## src/mcs_pkg.sv

```systemverilog
package mcs_pkg;

	// command codes for the registers of this block
	localparam logic [7:0] CMD_READ_STATUS1   = 8'h02;
	localparam logic [7:0] CMD_READ_STATUS2   = 8'h32;
	localparam logic [7:0] CMD_READ_CHAN_CFG  = 8'h33;
	localparam logic [7:0] CMD_WRITE_CHAN_CFG = 8'h34;

	localparam logic [7:0] CHAN_CFG_RESET  = 8'h00;
	localparam logic [7:0] CHAN_CFG_WMASK  = 8'hFE;
	localparam logic [7:0] STATUS_BUSY_VAL = 8'h80;

	// channel disable bit positions
	localparam int DIS_REMOTE1  = 7;
	localparam int DIS_REMOTE2  = 6;
	localparam int DIS_INTERNAL = 5;
	localparam int DIS_INPUT3   = 4;
	localparam int DIS_INPUT2   = 3;
	localparam int DIS_INPUT1   = 2;
	localparam int DIS_SUPPLY   = 1;

	// mask bit positions in configuration byte 1
	localparam int MASK_ALL     = 7;
	localparam int MASK_REMOTE1 = 5;
	localparam int MASK_REMOTE2 = 4;
	localparam int MASK_INPUT3  = 3;

	// temperature channel index: 0 internal, 1 remote1, 2 remote2
	localparam int NUM_TEMP = 3;
	localparam int NUM_VOLT = 4;

	typedef enum {
		MCS_IDLE,
		MCS_SCAN
	} mcs_conv_state_t;

endpackage

```

## src/mcs_flag_if.sv

```systemverilog
`timescale 1ns/1ps
`default_nettype none
interface mcs_flag_if;
	logic [6:0] event_set;
	logic [6:0] clear;
	logic [6:0] flags;
	modport owner (input event_set, input clear, output flags);
	modport user (output event_set, output clear, input flags);
endinterface
`default_nettype wire

```

## src/mcs_sticky_flags.sv

```systemverilog
`timescale 1ns/1ps
`default_nettype none
module mcs_sticky_flags
(
	// clock and reset
	input  wire logic   clk_i,
	input  wire logic   reset_i,
	// flag group
	mcs_flag_if.owner   flag_bus
);
	typedef struct packed {
		logic [6:0] flags;
	} mcs_sticky_state_t;

	mcs_sticky_state_t state;
	mcs_sticky_state_t next_state;

	// set wins over clear
	always_comb
	begin
		next_state.flags = (state.flags & ~flag_bus.clear) | flag_bus.event_set;
	end

	always_ff @(posedge clk_i or posedge reset_i)
	begin
		if (reset_i)
			state <= '0;
		else
			state <= next_state;
	end

	assign flag_bus.flags = state.flags;
endmodule
`default_nettype wire

```

## src/mcs_config_status.sv

```systemverilog
// Behaviour
// - channel config bit 7 skips remote channel 1 in the scan
// - channel config bit 6 stops remote channel 2 measurement
// - channel config bit 5 stops internal temperature measurement
// - bits 4..1 disable input3, input2, input1, supply measurement
// - bit 0 reserved, resets to zero, has no effect
// - status 1 bit 7 reads one while converting
// - status 1 bits 6,5 latch internal high and low alarms
// - status 1 bits 4,3 latch remote1 high and low alarms
// - status 1 bits 1,0 latch remote2 high and low alarms
// - latched temperature alarms clear on reset or status 1 read
// - status 1 bit 2 follows diode 1 open or short
// - status 2 bit 7 follows internal shutdown limit exceed
// - status 2 bits 6,5 follow remote1, remote2 shutdown exceed
// - status 2 bit 4 follows diode 2 open or short
// - status 2 bits 3..0 latch voltage window alarms, clear on read
// - converter runs from reset; status 1 is 80h busy, else 00h
// - config 1 masks gate alarm output; remote masks gate shutdown too
`timescale 1ns/1ps
`default_nettype none
module mcs_config_status
(
	// clock and reset
	input  wire logic                 clk_i,
	input  wire logic                 reset_i,
	// register access from the serial interface
	input  wire logic                 reg_write_i,
	input  wire logic                 reg_read_i,
	input  wire logic [7:0]           reg_cmd_i,
	input  wire logic [7:0]           reg_wdata_i,
	output var  logic [7:0]           reg_rdata_o,
	// configuration byte 1 held elsewhere
	input  wire logic [7:0]           alarm_mask_cfg_i,
	input  wire logic                 standby_i,
	// converter handshake
	input  wire logic                 conv_done_i,
	output var  logic                 conv_busy_o,
	output var  logic [2:0]           conv_channel_o,
	output var  logic [6:0]           meas_enable_o,
	// comparator results, pulses at end of a channel conversion
	input  wire logic [mcs_pkg::NUM_TEMP-1:0] temp_above_alarm_i,
	input  wire logic [mcs_pkg::NUM_TEMP-1:0] temp_below_alarm_i,
	input  wire logic [mcs_pkg::NUM_TEMP-1:0] temp_above_shutdown_i,
	input  wire logic [mcs_pkg::NUM_VOLT-1:0] volt_out_of_window_i,
	input  wire logic                 diode1_fault_i,
	input  wire logic                 diode2_fault_i,
	// device outputs
	output var  logic                 alarm_n_o,
	output var  logic                 thermal_shutdown_output_o
);
	import mcs_pkg::*;

	typedef struct packed {
		mcs_conv_state_t  conv_state;
		logic [2:0]       channel;
		logic [7:0]       chan_cfg;
		logic [NUM_TEMP-1:0] shutdown_flags;
		logic             diode1_fault_flag;
		logic             diode2_fault_flag;
		logic [7:0]       rdata;
		logic             alarm_n;
		logic             shutdown_out;
	} mcs_state_t;

	mcs_state_t state;
	mcs_state_t next_state;

	mcs_flag_if flag_bus ();

	logic [6:0] chan_en;
	logic [6:0] raw_set;
	logic       internal_temp_above_alarm;
	logic       internal_temp_below_alarm;
	logic       remote1_temp_above_alarm;
	logic       remote1_temp_below_alarm;
	logic       remote2_temp_above_alarm;
	logic       remote2_temp_below_alarm;
	logic [3:0] volt_alarms;
	logic [7:0] status1;
	logic [7:0] status2;
	logic       rd_status1;
	logic       rd_status2;

	mcs_sticky_flags u_flags
	(
		.clk_i    (clk_i),
		.reset_i  (reset_i),
		.flag_bus (flag_bus)
	);

	// enable per channel: 0 internal, 1 remote1, 2 remote2, 3 supply, 4 input1, 5 input2, 6 input3
	always_comb
	begin
		chan_en[0] = ~state.chan_cfg[DIS_INTERNAL];
		chan_en[1] = ~state.chan_cfg[DIS_REMOTE1];
		chan_en[2] = ~state.chan_cfg[DIS_REMOTE2];
		chan_en[3] = ~state.chan_cfg[DIS_SUPPLY];
		chan_en[4] = ~state.chan_cfg[DIS_INPUT1];
		chan_en[5] = ~state.chan_cfg[DIS_INPUT2];
		chan_en[6] = ~state.chan_cfg[DIS_INPUT3];
	end

	// sticky flags: 0..5 temp alarms (int hi, int lo, r1 hi, r1 lo, r2 hi, r2 lo); voltage in separate bits
	always_comb
	begin
		raw_set[0] = temp_above_alarm_i[0] & chan_en[0];
		raw_set[1] = temp_below_alarm_i[0] & chan_en[0];
		raw_set[2] = temp_above_alarm_i[1] & chan_en[1];
		raw_set[3] = temp_below_alarm_i[1] & chan_en[1];
		raw_set[4] = temp_above_alarm_i[2] & chan_en[2];
		raw_set[5] = temp_below_alarm_i[2] & chan_en[2];
		raw_set[6] = 1'b0;
	end

	assign rd_status1 = reg_read_i & (reg_cmd_i == CMD_READ_STATUS1);
	assign rd_status2 = reg_read_i & (reg_cmd_i == CMD_READ_STATUS2);

	assign flag_bus.event_set = raw_set;
	assign flag_bus.clear     = {1'b0, {6{rd_status1}}};

	assign internal_temp_above_alarm = flag_bus.flags[0];
	assign internal_temp_below_alarm = flag_bus.flags[1];
	assign remote1_temp_above_alarm  = flag_bus.flags[2];
	assign remote1_temp_below_alarm  = flag_bus.flags[3];
	assign remote2_temp_above_alarm  = flag_bus.flags[4];
	assign remote2_temp_below_alarm  = flag_bus.flags[5];

	// voltage window alarms, one sticky bit per input
	logic [3:0] volt_q;
	logic [3:0] next_volt;
	genvar gv;
	generate
		for (gv = 0; gv < NUM_VOLT; gv++)
		begin : g_volt
			// set wins over a read clear
			assign next_volt[gv] = (volt_q[gv] & ~rd_status2)
				| (volt_out_of_window_i[gv] & chan_en[3+gv]);
		end
	endgenerate

	always_ff @(posedge clk_i or posedge reset_i)
	begin
		if (reset_i)
			volt_q <= '0;
		else
			volt_q <= next_volt;
	end

	assign volt_alarms = volt_q;

	// status byte images
	always_comb
	begin
		status1 = {(state.conv_state == MCS_SCAN),
			internal_temp_above_alarm, internal_temp_below_alarm,
			remote1_temp_above_alarm, remote1_temp_below_alarm,
			state.diode1_fault_flag,
			remote2_temp_above_alarm, remote2_temp_below_alarm};
		status2 = {state.shutdown_flags[0], state.shutdown_flags[1], state.shutdown_flags[2],
			state.diode2_fault_flag,
			volt_alarms[3], volt_alarms[2], volt_alarms[1], volt_alarms[0]};
	end

	logic [6:0] alarm_src;
	logic       alarm_any;

	always_comb
	begin
		next_state = state;
		alarm_src  = '0;
		alarm_any  = 1'b0;

		// configuration byte 2 write, reserved bit kept zero
		if (reg_write_i && reg_cmd_i == CMD_WRITE_CHAN_CFG)
			next_state.chan_cfg = reg_wdata_i & CHAN_CFG_WMASK;

		// register read data
		if (reg_read_i)
		begin
			case (reg_cmd_i)
				CMD_READ_STATUS1:  next_state.rdata = status1;
				CMD_READ_STATUS2:  next_state.rdata = status2;
				CMD_READ_CHAN_CFG: next_state.rdata = state.chan_cfg;
				default:           next_state.rdata = 8'h00;
			endcase
		end

		// conversion sequencer: round robin over enabled channels; a pass starts at channel 2 when channels 0..2 are all disabled
		case (state.conv_state)
			MCS_IDLE:
			begin
				if (!standby_i && chan_en != 7'h00)
				begin
					next_state.conv_state = MCS_SCAN;
					next_state.channel    = 3'h0;
					if (!chan_en[0])
						next_state.channel = 3'h1;
					if (!chan_en[0] && !chan_en[1])
						next_state.channel = 3'h2;
				end
			end
			MCS_SCAN:
			begin
				if (conv_done_i)
				begin
					next_state.conv_state = MCS_IDLE;
					for (int i = 6; i >= 0; i--)
						if (i > int'(state.channel) && chan_en[i])
						begin
							next_state.channel    = 3'(i);
							next_state.conv_state = MCS_SCAN;
						end
				end
				if (standby_i)
					next_state.conv_state = MCS_IDLE;
			end
			default: next_state.conv_state = MCS_IDLE;
		endcase

		// live shutdown and diode flags, held low for disabled channels
		for (int t = 0; t < NUM_TEMP; t++)
			next_state.shutdown_flags[t] = temp_above_shutdown_i[t] & chan_en[t];
		next_state.diode1_fault_flag = diode1_fault_i & chan_en[1];
		next_state.diode2_fault_flag = diode2_fault_i & chan_en[2];

		// alarm output gating by configuration byte 1
		alarm_src[0] = internal_temp_above_alarm | internal_temp_below_alarm;
		alarm_src[1] = (remote1_temp_above_alarm | remote1_temp_below_alarm) & ~alarm_mask_cfg_i[MASK_REMOTE1];
		alarm_src[2] = (remote2_temp_above_alarm | remote2_temp_below_alarm) & ~alarm_mask_cfg_i[MASK_REMOTE2];
		for (int v = 0; v < NUM_VOLT; v++)
			alarm_src[3+v] = volt_alarms[v] & ~alarm_mask_cfg_i[v];
		alarm_any = (|alarm_src) & ~alarm_mask_cfg_i[MASK_ALL];
		next_state.alarm_n = ~alarm_any;
		next_state.shutdown_out = state.shutdown_flags[0]
			| (state.shutdown_flags[1] & ~alarm_mask_cfg_i[MASK_REMOTE1])
			| (state.shutdown_flags[2] & ~alarm_mask_cfg_i[MASK_REMOTE2]);
	end

	always_ff @(posedge clk_i or posedge reset_i)
	begin
		if (reset_i)
		begin
			state            <= '0;
			state.conv_state <= MCS_IDLE;
			state.chan_cfg   <= CHAN_CFG_RESET;
			state.alarm_n    <= 1'b1;
		end
		else
			state <= next_state;
	end

	assign reg_rdata_o               = state.rdata;
	assign conv_busy_o               = (state.conv_state == MCS_SCAN) ? 1'b1 : 1'b0;
	assign conv_channel_o            = state.channel;
	assign meas_enable_o             = chan_en;
	assign alarm_n_o                 = state.alarm_n;
	assign thermal_shutdown_output_o = state.shutdown_out;

endmodule
`default_nettype wire

```

## config.mk

```make
export PLATFORM = sky130hd
export DESIGN_NAME = mcs_config_status
export DESIGN_NICKNAME = d
export VERILOG_FILES = /design/src/mcs_pkg.sv /design/src/mcs_flag_if.sv /design/src/mcs_sticky_flags.sv /design/src/mcs_config_status.sv
export SDC_FILE = /design/constraint.sdc
export NUM_CORES = 1
export LEC_CHECK = 0
export BUFFER_PORTS_ARGS = -buffer_cell sky130_fd_sc_hd__buf_4
export CORE_ASPECT_RATIO = 0.8
export CORE_MARGIN = 5
export CORE_UTILIZATION = 45
export DETAILED_ROUTE_END_ITERATION = 7
export HOLD_SLACK_MARGIN = 0.03
export PLACE_DENSITY = 0.8
export SYNTH_ARGS = -nofsm -noshare
export SYNTH_HDL_FRONTEND = slang
export SYNTH_SLANG_ARGS = --single-unit
```

## constraint.sdc

```tcl
create_clock -name clk_i -period 1.4 [get_ports clk_i]
set_input_delay 0.21 -clock clk_i [delete_from_list [all_inputs] [get_ports clk_i]]
set_output_delay 0.21 -clock clk_i [all_outputs]
set_load 0.01 [all_outputs]
```

**Yosys cells after proc, flatten, opt, wreduce, memory -nomap -nowiden**

Index checks and enable logic that the tools add are counted.

- Register bits: 68
- Output and inout bits: 21

- Order comparisons: 6
- Bitwise operators: 58
- Equal/unequal tests: 10
- Reductions and logical operators: 16
- Mux-type cells: 15

Operator list:

| operator | count |
|---|---|
| $mux 35 | 7 |
| $pmux 32 s2 | 1 |
| $eq 32x1->1 const B | 1 |
| $eq 32x2->1 const B | 1 |
| $logic_not 32->1 | 1 |
| $mux 32 | 1 |
| $and 1x1->1 | 30 |
| $eq 8x6->1 const B | 3 |
| $pmux 8 s3 | 1 |
| $not 1->1 | 16 |
| $gt 3x3->1 const A | 3 |
| $logic_and 1x1->1 | 9 |
| $or 1x1->1 | 9 |
| $eq 8x2->1 const B | 1 |
| $and 7x7->7 | 1 |
| $ne 7x7->1 const B | 1 |
| $not 6->7 | 1 |
| $or 7x6->7 | 1 |
| $reduce_bool 7->1 | 1 |
| $reduce_or 7->1 | 1 |
| $gt 2x3->1 const A | 2 |
| $pmux 3 s2 | 1 |
| $mux 4 | 1 |
| $ne 2x2->1 const B | 2 |
| 8 further kinds | 9 |

**Longest topological paths before layout**

Gate-level depths: netlist of run 1.

- Depth after elaboration: 11
- Mapped depth: 6

**Cells and area by module**

A second synthesis of run 1 with hierarchy kept.

- Cell total of the unflattened synthesis: 202
- Area total of the unflattened synthesis: 2053.2 µm²

Modules (own cells, without submodules):

| module | seq. area each (µm²) | area each (µm²) | times used | cells each |
|---|---|---|---|---|
| mcs_config_status | 752.0 | 1795.5 | 1 | 180 |
| mcs_sticky_flags | 175.2 | 257.7 | 1 | 22 |

**Worst setup path after synthesis of run 1**

No wires, ideal clock.

- Path type: register to register
- Start point: register state[26] (netlist name)
- End point: register state, in the netlist conv_channel_o[0]
- Cell stages (with the launch flop): 6
- Required time: 1275 ps
- Data arrival time: 1425 ps
- Path buffers: 1
- Path slack: -150 ps
- Clock period less this slack: 1550 ps
- Cell sequence: dfrtp_1 clkbuf_1 and3b_1 o211ai_1 o211ai_1 mux2_2

- Word-level cells in the longest chain between the ends: 3

RTL lines:

| item | line | text |
|---|---|---|
| start, declared | mcs_config_status.sv:65 | `mcs_state_t state;` |
| start signal, assigned | mcs_config_status.sv:249 | `state <= next_state;` |
| $eq 32x1->1 or $logic_not 32->1 (tied branches) | mcs_config_status.sv:189 | `case (state.conv_state)` |
| $ne 7x7->1 (no source line), or another cell as far along | - |  |
| $reduce_and 4->1 (no source line) | - |  |

Parallel ways exist; a longest one is shown, timed or not.
A chain may end at the register's enable or synchronous reset.

**Worst setup path after layout of run 1**

- Start point: register state, in the netlist conv_channel_o[2]
- End point: register state, in the netlist conv_channel_o[0]

- Word-level cells in the longest chain between the ends: 9

RTL lines:

| item | line | text |
|---|---|---|
| $gt 3x3->1 | mcs_config_status.sv:208 | `if (i > int'(state.channel) && chan_en[i])` |
| $logic_and 1x1->1 | mcs_config_status.sv:208 |  |
| $mux 35 (5 in series) | mcs_config_status.sv:208 |  |
| $mux 35 | mcs_config_status.sv:204 | `if (conv_done_i)` |
| $pmux 3 s2 | mcs_config_status.sv:189 |  |

Parallel ways exist; a longest one is shown, timed or not. The select of a mux whose other input is x is not followed.

==> results.json, run 1 <==
{
  "max_freq_mhz": 646.1,
  "setup_viol": 3,
  "setup_slack_ns": -0.1477,
  "violations": "setup timing",
  "synth_flop_cell": "dfrtp_1",
  "rows": 21,
  "hpwl_um": 4327,
  "syn_nets": 229,
  "start_kind": "flip-flop",
  "grt_pass1_vias": 1811,
  "vdd_ir_drop_max_uv": 666.6,
  "holdCritPathClass": "input pin to flip-flop",
  "die_y_um": 68.55,
  "p_sw_share_pct": 27.34,
  "grt_usage_pct": 20.36,
  "status": "finished, violations left",
  "fin_nets": 313,
  "cts_sinks": 36,
  "clkPwrFrac_pct": 32.4,
  "grt_overflow_total": 0,
  "wl_per_cell_um": 16.86,
  "antenna_found_initial": 0,
  "slew_violations": 0,
  "instances_no_fill": 326,
  "areaGrowthSynthToFinish_pct": 42.12,
  "setup_tns_ns": -0.3416,
  "crit_path_max_fanout": 6,
  "netlist_instances": 184,
  "p_leak_nw": 1.270,
  "h-tree-depth": 2,
  "dr.first_iter.drc_count": 149,
  "portBuffers": 63,
  "switching_power_uw": 761.4,
  "postSynthAreaPerCell_um2": 10.48,
  "r2r_cells": 4,
  "cts_made_buffers": 5,
  "synth_area_um2": 1928,
  "synth_warnings": 0,
  "post_drt_via_cell_ratio": 5.436,
  "core_um2": 4151,
  "power_frac_seq_pct": 42.4,
  "synth-seq-cells": 36,
  "internal_power_mw": 2.024,
  "grt_pass1_wl_um": 8928,
  "initial_utilization_pct": 46.44,
  "total_power_mw": 2.785,
  "nFillCells": 348,
  "post-route-period-util_pct": 110.5,
  "wl_um": 5497,
  "finalCriticalPeriod_ns": 1.548,
  "relSlewSlack_pct": 68.27,
  "p_comb_share_pct": 25.2,
  "hold_viol": 0,
  "ys_seq_area_share_pct": 46.79,
  "min_path_cells": 2,
  "die_w_um": 83.19,
  "post-route-util_pct": 66.00,
  "rsz0062_at_grt": "yes",
  "synth-async-reset-ratio_pct": 100.0,
  "synth_cell_type_count": 43,
  "drtAntennaViolNets": 0,
  "synth-edff-count": 0,
  "skew_ns": 0.007140,
  "num_antenna_cells": 0,
  "tightest_slew_ns": 0.4754,
  "path_class": "flip-flop to flip-flop",
  "end_kind": "flip-flop",
  "dp_cells": 316,
  "die_area_um2": 5702,
  "worstPathArrival_ns": 1.73,
  "drt_pass1_iterations": 4,
  "maxCapViolations": 0,
  "cts_tree": "done",
  "clock_path_buffers": 2,
  "place_congestion": 0.9443,
  "drc": 0,
  "crit_required_ns": 1.59,
  "num_io_pins": 66,
  "vias": 1772,
  "clkTransAtPathRegs_ns": 0.07,
  "power_density_nw_per_um2": 1016,
  "grt_max_degree": 17,
  "drive_above_1_share_pct": 46.84,
  "cts_root_buf": "clkbuf_8",
  "clk_latency_ns": 0.29
}
==> per-stage QoR <==
stage / worst slack [ns] / hold WS, ns / area (um^2)
6_report: -0.1477 / 0.08043 / 2740
5_1_grt: -0.2331 / 0.08043 / 2740
4_1_cts: -0.1378 / 0.07866 / 2729
3_5_place_dp: -0.1629 / 0.2470 / 2584
3_3_place_gp: -0.1305 / 0.2373 / 2584
2_1_floorplan: -0.1328 / 0.2824 / 1942
==> cell type report <==
type,count,area [um^2],area share (%)
Clock inverter,2,35.03,1.279
Timing Repair Buffer,96,747.0,27.26
Inverter,20,77.57,2.831
Multi-Input combinational cell,109,830.8,30.32
Tap cell,57,71.32,2.603
Sequential cell,36,905.9,33.06
Clock buffer,6,72.57,2.648
==> cell usage after synthesis (2+ instances only) <==
library cell / instances / area share (%)
o2111a_1: 2 / 1.2
a211oi_1: 2 / 0.78
a31oi_1: 3 / 0.97
nand3_1: 8 / 2.1
nor3_1: 3 / 0.78
buf_4: 11 / 4.3
nor2_1: 8 / 1.6
mux2_2: 2 / 1.2
o21ai_0: 8 / 2.1
inv_1: 20 / 3.9
a21oi_1: 2 / 0.52
a22oi_1: 5 / 1.9
and2_1: 2 / 0.65
clkbuf_1: 4 / 0.78
mux2_4: 7 / 5.5
nand2_1: 7 / 1.4
nor4_1: 3 / 0.97
o221ai_1: 5 / 2.3
nor3b_1: 2 / 0.78
nor2b_1: 9 / 2.9
buf_2: 2 / 0.52
a32oi_1: 3 / 1.4
a22o_1: 10 / 4.5
o211ai_1: 3 / 1.2
dfrtp_1: 35 / 45
==> path summary, 6_finish.rpt <==
kind                                        start           endpoint  slack [ns]
max in group asynchronous                 reset_i     reg_rdata_o[0]        0.36
worst max-delay path            conv_channel_o[2]  conv_channel_o[0]       -0.15
min in group asynchronous                 reset_i          state[21]        0.49
worst min-delay path                    standby_i          state[26]        0.08
worst max register to register  conv_channel_o[2]  conv_channel_o[0]       -0.15
worst min register to register          state[10]     reg_rdata_o[4]        0.49
==> power groups by stage <==
| stage | combinational (mW) | clock, mW | sequential [mW] |
|---|---|---|---|
| 3_3_place_gp | 0.658 | 0 | 1.19 |
| 2_1_floorplan | 0.385 | 0 | 1.15 |
| 5_1_grt | 0.769 | 0.958 | 1.19 |
| 6_report | 0.702 | 0.902 | 1.18 |
| 4_1_cts | 0.698 | 0.908 | 1.18 |
| 3_5_place_dp | 0.673 | 0 | 1.19 |
==> layer usage <==
layer,global-route usage [%],wire length (um)
met1,27.31,2437
met3,5.582,478
met4,9.388,111
met2,31.10,2470
met5,0,0
==> state kept, by name (all words and copies together) (netlist names) <==
signal                     cells
volt_alarms                    4
state                         13
reg_rdata_o                    8
conv_channel_o                 3
thermal_shutdown_output_o      1
u_flags.flag_bus.flags         6
alarm_n_o                      1
==> cell families (layout without fill, tap and decap cells) <==
group           count (synthesis)  in the layout  share of synthesized area, %
compound gates                 52             52                         21.09
simple gates                   48             48                         14.41
buf+inv                        39            124                         11.10
flops                          36             36                         46.79
mux                             9              9                         6.619
==> worst max-delay path: stages (launching register included) <==
cell and delay [ns]:
dfrtp_2 0.45, o211ai_1 0.24, nand3_2 0.10, o211ai_1 0.28
mux2_2 0.37
==> repair_timing <==
action / in CTS / in global routing
hold buffers: 1 / 0
setup buffers: 1 / 1
pin swaps: 3 / 0
setup endpoints to repair: 4 / 5
endpoints found under the hold margin: 8 / 0
resized for setup: 7 / 6
==> cell usage in the layout (no fill, tap or decap), types with 3 or more instances in the layout <==
cell type  instances
mux2_4             7
a32oi_1            3
o221ai_1           5
o21ai_0            7
nor2b_1            8
nand3_1            7
a22oi_1            5
clkbuf_8           5
nor4_1             3
dfrtp_1           32
inv_1             19
buf_4             91
nand2_1            7
a31oi_1            3
nor3_1             3
buf_6              3
dfrtp_2            3
a22o_1            10
o211ai_1           3
nor2_1             8
No activity file was read; power rests on OpenSTA's default activity.
==> inputs of run 2 (changes only) <==
- CORE_UTILIZATION: 45 -> 50
- PLACE_DENSITY: 0.8 -> 0.84
- clock period: 1.4 -> 1.5 ns (I/O delays scaled with it)
==> results.json, run 2 (synthesis results as in run 1) <==
{
  "setup_tns_ns": -0.1837,
  "die_area_um2": 5206,
  "vdd_ir_drop_max_uv": 644.9,
  "holdCritPathClass": "input pin to asynchronous set/reset pin",
  "clock_path_buffers": 2,
  "instances_no_fill": 306,
  "vias": 1777,
  "slew_violations": 0,
  "start_kind": "flip-flop",
  "wl_per_cell_um": 17.42,
  "rows": 20,
  "initial_utilization_pct": 51.37,
  "max_freq_mhz": 627.4,
  "clk_latency_ns": 0.29,
  "power_density_nw_per_um2": 967.8,
  "top_layer": "met4",
  "hpwl_um": 4149,
  "setup_slack_ns": -0.09392,
  "post-route-util_pct": 71.13,
  "relSlewSlack_pct": 70.82,
  "clkTransAtPathRegs_ns": 0.07,
  "holdWs_ns": 0.02759,
  "cts_made_buffers": 5,
  "layout_commonest_cell": "buf_4",
  "path_class": "flip-flop to flip-flop",
  "status": "finished, violations left",
  "place_congestion": 0.9581,
  "cts_tree": "done",
  "multi_input_area_um2": 855.8,
  "final_cell_mix": "buf_4 (89), dfrtp_1 (33), inv_1 (20)",
  "drt_pass1_iterations": 4,
  "critical-path-slowest-cell": "dfrtp_1",
  "nFillCells": 289,
  "rsz0062_at_grt": "yes",
  "postPlaceCellArea_um2": 2502,
  "crit_family": "flip-flops",
  "num_io_pins": 66,
  "wl_met2_um": 2473,
  "drive_above_1_share_pct": 45.80,
  "cp_num_cells": 5,
  "num_antenna_cells": 0,
  "core_um2": 3754,
  "dp_cells": 296,
  "grt_max_degree": 37,
  "crit_required_ns": 1.68,
  "areaGrowthSynthToFinish_pct": 38.48,
  "path_cells": "nor2_1 > o211ai_1 > o211ai_1 > buf_4 > mux2_4",
  "post_drt_via_cell_ratio": 5.807,
  "tightest_slew_ns": 0.4377,
  "hold_buffers": 0,
  "crit_path_max_fanout": 8,
  "path_common_cell": "o211ai_1",
  "grt_overflow_total": 0,
  "post-route-period-util_pct": 106.3,
  "wl_um": 5330,
  "dr.first_iter.drc_count": 182,
  "portBuffers": 63,
  "skew_ns": 0.005821,
  "finalCriticalPeriod_ns": 1.594,
  "seqCellArea_um2": 904.6,
  "fin_area_um2": 2670,
  "end_kind": "flip-flop",
  "grt_pass1_vias": 1728,
  "total_power_mw": 2.584,
  "r2r_cells": 5,
  "worst-path-buf-inv": 1,
  "p_leak_nw": 1.237,
  "hold_viol": 0,
  "cts_sinks": 36,
  "grt_pass1_wl_um": 8342,
  "dp_slack_ns": -0.1108,
  "met3_length_um": 448,
  "antenna_found_initial": 0,
  "drc": 0,
  "h-tree-depth": 2,
  "worstPathArrival_ns": 1.77,
  "maxCapViolations": 0,
  "crit_path_max_incr_delay_ns": 0.55,
  "violations": "setup timing",
  "largest_reg_flops": 13,
  "largest-register": "state",
  "grt_usage_pct": 21.16,
  "fin_nets": 306,
  "die_w_um": 79.43,
  "drtAntennaViolNets": 0,
  "cts_root_buf": "clkbuf_8",
  "die_y_um": 65.54,
  "m1WireLength_um": 2302,
  "setup_viol": 2
}
-- run 2: cell count changes in the layout (fill, tap and decap cells not counted), moves of 2 or more --
cell,previous run,this run
o21ai_0,7,5
o21ai_1,1,3
buf_6,3,0
mux2_4,7,9
mux2_2,2,0
buf_4,91,89
-- run 2: worst register-to-register path, cell delays in order, from the launching register on --
cell and delay (ns):
dfrtp_1 0.55, nor2_1 0.09, o211ai_1 0.24, o211ai_1 0.13
buf_4 0.17, mux2_4 0.29
-- run 2: final timing paths --
| path | end | startpoint | slack [ns] |
|---|---|---|---|
| min | conv_channel_o[1] | reset_i | 0.03 |
| min in group clk_i | state[26] | standby_i | 0.10 |
| max reg2reg | conv_channel_o[0] | conv_channel_o[0] | -0.09 |
| max | conv_channel_o[0] | conv_channel_o[0] | -0.09 |
| max in group asynchronous | alarm_n_o | reset_i | 1.13 |
| min reg2reg | reg_rdata_o[4] | state[10] | 0.51 |
-- run 2: layout make-up --
class	instances	share of cell area [%]
Sequential cell	36	33.88
Multi-Input combinational cell	109	32.05
Timing Repair Buffer	89	25.02
Inverter	20	2.812
Clock buffer	5	2.577
Tap cell	44	2.062
Clock inverter	3	1.593
-- run 2: metal layers --
metal	track usage [%]	vias up
met5	0	-
met4	8.369	0
met3	5.068	12
met2	32.60	91
met1	28.72	854
li1	-	820
-- run 2: what timing repair did --
| action | CTS | global route |
|---|---|---|
| hold endpoints to repair | 0 | 0 |
| gates resized for setup | 2 | 11 |
| buffers inserted | 1 | 1 |
| endpoints found under the setup margin | 2 | 3 |
| pin swaps | 3 | 5 |
-- run 2: report_power, final --
part,switching [mW],internal [mW],total [mW]
logic,0.273,0.346,0.618
clock network,0.353,0.491,0.845
registers,0.0989,1.02,1.12
==> inputs of run 3 (changes only) <==
- ABC_AREA: unset -> 1
- PLACE_DENSITY: 0.84 -> 0.83
==> results.json, run 3 <==
{
  "path_class": "flip-flop to primary output",
  "synth_most_common_cell": "nand2_1",
  "clkTransAtPathRegs_ns": 0.07,
  "fin_nets": 358,
  "critical-path-slowest-cell": "dfrtp_1",
  "end_kind": "primary output",
  "status": "completed",
  "synthAdderAreaFrac_pct": 0,
  "synthTopCellsByCount": "nand2_1 (66), dfrtp_1 (35), nand3_1 (32)",
  "portBuffers": 63,
  "clk_latency_ns": 0.28,
  "synth_cell_type_count": 30,
  "crit_path_max_fanout": 5,
  "wl_um": 4969,
  "drive_above_1_share_pct": 34.08,
  "cts_tree": "done",
  "grt_usage_pct": 20.06,
  "grt_overflow_total": 0,
  "power_density_nw_per_um2": 924.3,
  "tightest_slew_ns": 0.4420,
  "layout_commonest_cell": "buf_4",
  "setup_tns_ns": 0,
  "r2r_slack_ns": 0.15,
  "place_congestion": 0.8726,
  "rsz0062_at_grt": "no",
  "skew_ns": 0.008830,
  "post_drt_via_cell_ratio": 5.041,
  "netlist_top_cells_area": "dfrtp_1 (43%), nand2_1 (12%), nand3_1 (7.9%), inv_1 (5.4%), buf_4 (4.4%)",
  "synth-seq-cells": 36,
  "synth-async-reset-ratio_pct": 100.0,
  "vdd_ir_drop_max_uv": 454.1,
  "netlist.area_leader.share_pct": 43.13,
  "num_antenna_cells": 0,
  "synth_area_um2": 2031,
  "p_leak_nw": 1.426,
  "setup_slack_ns": 0.1289,
  "num_io_pins": 66,
  "die_area_um2": 5444,
  "start_kind": "flip-flop",
  "max_freq_mhz": 729.4,
  "areaGrowthSynthToFinish_pct": 26.31,
  "maxCapViolations": 0,
  "finalCriticalPeriod_ns": 1.371,
  "setup_viol": 0,
  "holdWs_ns": 0.03306,
  "die_w_um": 81.25,
  "clock_path_buffers": 2,
  "antenna_found_initial": 0,
  "post-route-period-util_pct": 91.40,
  "hold_viol": 0,
  "hpwl_um": 3926,
  "synth_compound_area_share_pct": 9.304,
  "core_um2": 3854,
  "final_cell_mix": "buf_4 (67), nand2_1 (66), dfrtp_1 (35)",
  "drt_pass1_iterations": 4,
  "rows": 20,
  "synthMuxAreaShare_pct": 0,
  "holdCritPathClass": "input pin to asynchronous set/reset pin",
  "ys_seq_area_share_pct": 44.42,
  "netlist_instances": 254,
  "drtAntennaViolNets": 0,
  "worstPathArrival_ns": 1.15,
  "grt_pass1_wl_um": 8259,
  "crit_path_max_incr_delay_ns": 0.45,
  "grt_pass1_vias": 1802,
  "h-tree-depth": 2,
  "syn_nets": 299,
  "synth-edff-count": 0,
  "vias": 1860,
  "cts_setup_buffers": 0,
  "path_common_cell": "buf_4",
  "drc": 0,
  "synth-simple-area-share_pct": 34.13,
  "die_y_um": 67,
  "relSlewSlack_pct": 70.54,
  "cts_root_buf": "clkbuf_8",
  "dp_slack_ns": 0.09731,
  "dr.first_iter.drc_count": 76,
  "yosysTopAreaCell": "dfrtp_1",
  "cts_made_buffers": 5,
  "initial_utilization_pct": 52.69,
  "synth_xor_area_share_pct": 0,
  "largest-register": "state",
  "synth_warnings": 0,
  "grt_max_degree": 37,
  "synth_flop_cell": "dfrtp_1",
  "cts-resized-gates": 0,
  "postSynthAreaPerCell_um2": 7.995,
  "largest_reg_flops": 13,
  "path_cells": "inv_1 > buf_4 > buf_4",
  "cts_sinks": 36,
  "hold_buffers": 0,
  "synth_top_family_by_area": "simple AND/OR/NAND/NOR gates",
  "wl_per_cell_um": 13.47,
  "slew_violations": 0,
  "crit_required_ns": 1.27
}
## run 3: logic make-up (layout without fill, tap and decap cells)
| family | count (synthesis) | in the layout |
|---|---|---|
| AO/OA/AOI/OAI | 29 | 29 |
| buffers and inverters | 48 | 108 |
| flip-flops | 36 | 36 |
| AND/OR/NAND/NOR | 141 | 141 |
## run 3: power by group
group	total (mW)	internal, mW	leakage [nW]	switching, mW
combinational	0.515	0.236	0.962	0.279
sequential	1.20	1.08	0.424	0.121
clock	0.659	0.330	0.0395	0.329
## run 3: stage by stage
step | util [%] | std cells | cell area, um^2 | total power [mW]
finish | 66.56 | 369 | 2565 | 2.371
global route | 66.56 | 369 | 2565 | 2.516
CTS | 66.56 | 369 | 2565 | 2.379
detailed placement | 64.48 | 361 | 2485 | 1.727
global placement | 64.48 | 361 | 2485 | 1.710
floorplan | - | 254 | 2031 | 1.512
## run 3: per-layer routing
metal  part of all wire [%]  global-route usage (%)
met1                     42                   25.68
met2                     49                   33.71
met3                    7.9                   5.405
met4                    1.1                   4.641
met5                      0                       0
## run 3: critical path, delay by kind of cell, from the launching register on
family | cells | cell delay (ns)
flip-flops | 1 | 0.45
buffers and inverters | 3 | 0.41
## run 3: worst paths after layout
check	startpoint	endpoint	cells past startpoint
min	reset_i	reg_rdata_o[4]	3
max in group asynchronous	reset_i	alarm_n_o	3
max reg2reg	state[22]	conv_channel_o[0]	7
min reg2reg	reg_rdata_o[6]	reg_rdata_o[6]	2
min in group clk_i	temp_below_alarm_i[1]	u_flags.flag_bus.flags[3]	3
max	state[21]	meas_enable_o[2]	3
## run 3: area by class of cell
type                            instances  area (um^2)
Inverter                               33        128.9
Clock buffer                            8        80.08
Multi-Input combinational cell        170        882.1
Sequential cell                        36        902.1
Timing Repair Buffer                   67        503.0
Fill cell                             365         1289
Tap cell                               55        68.82
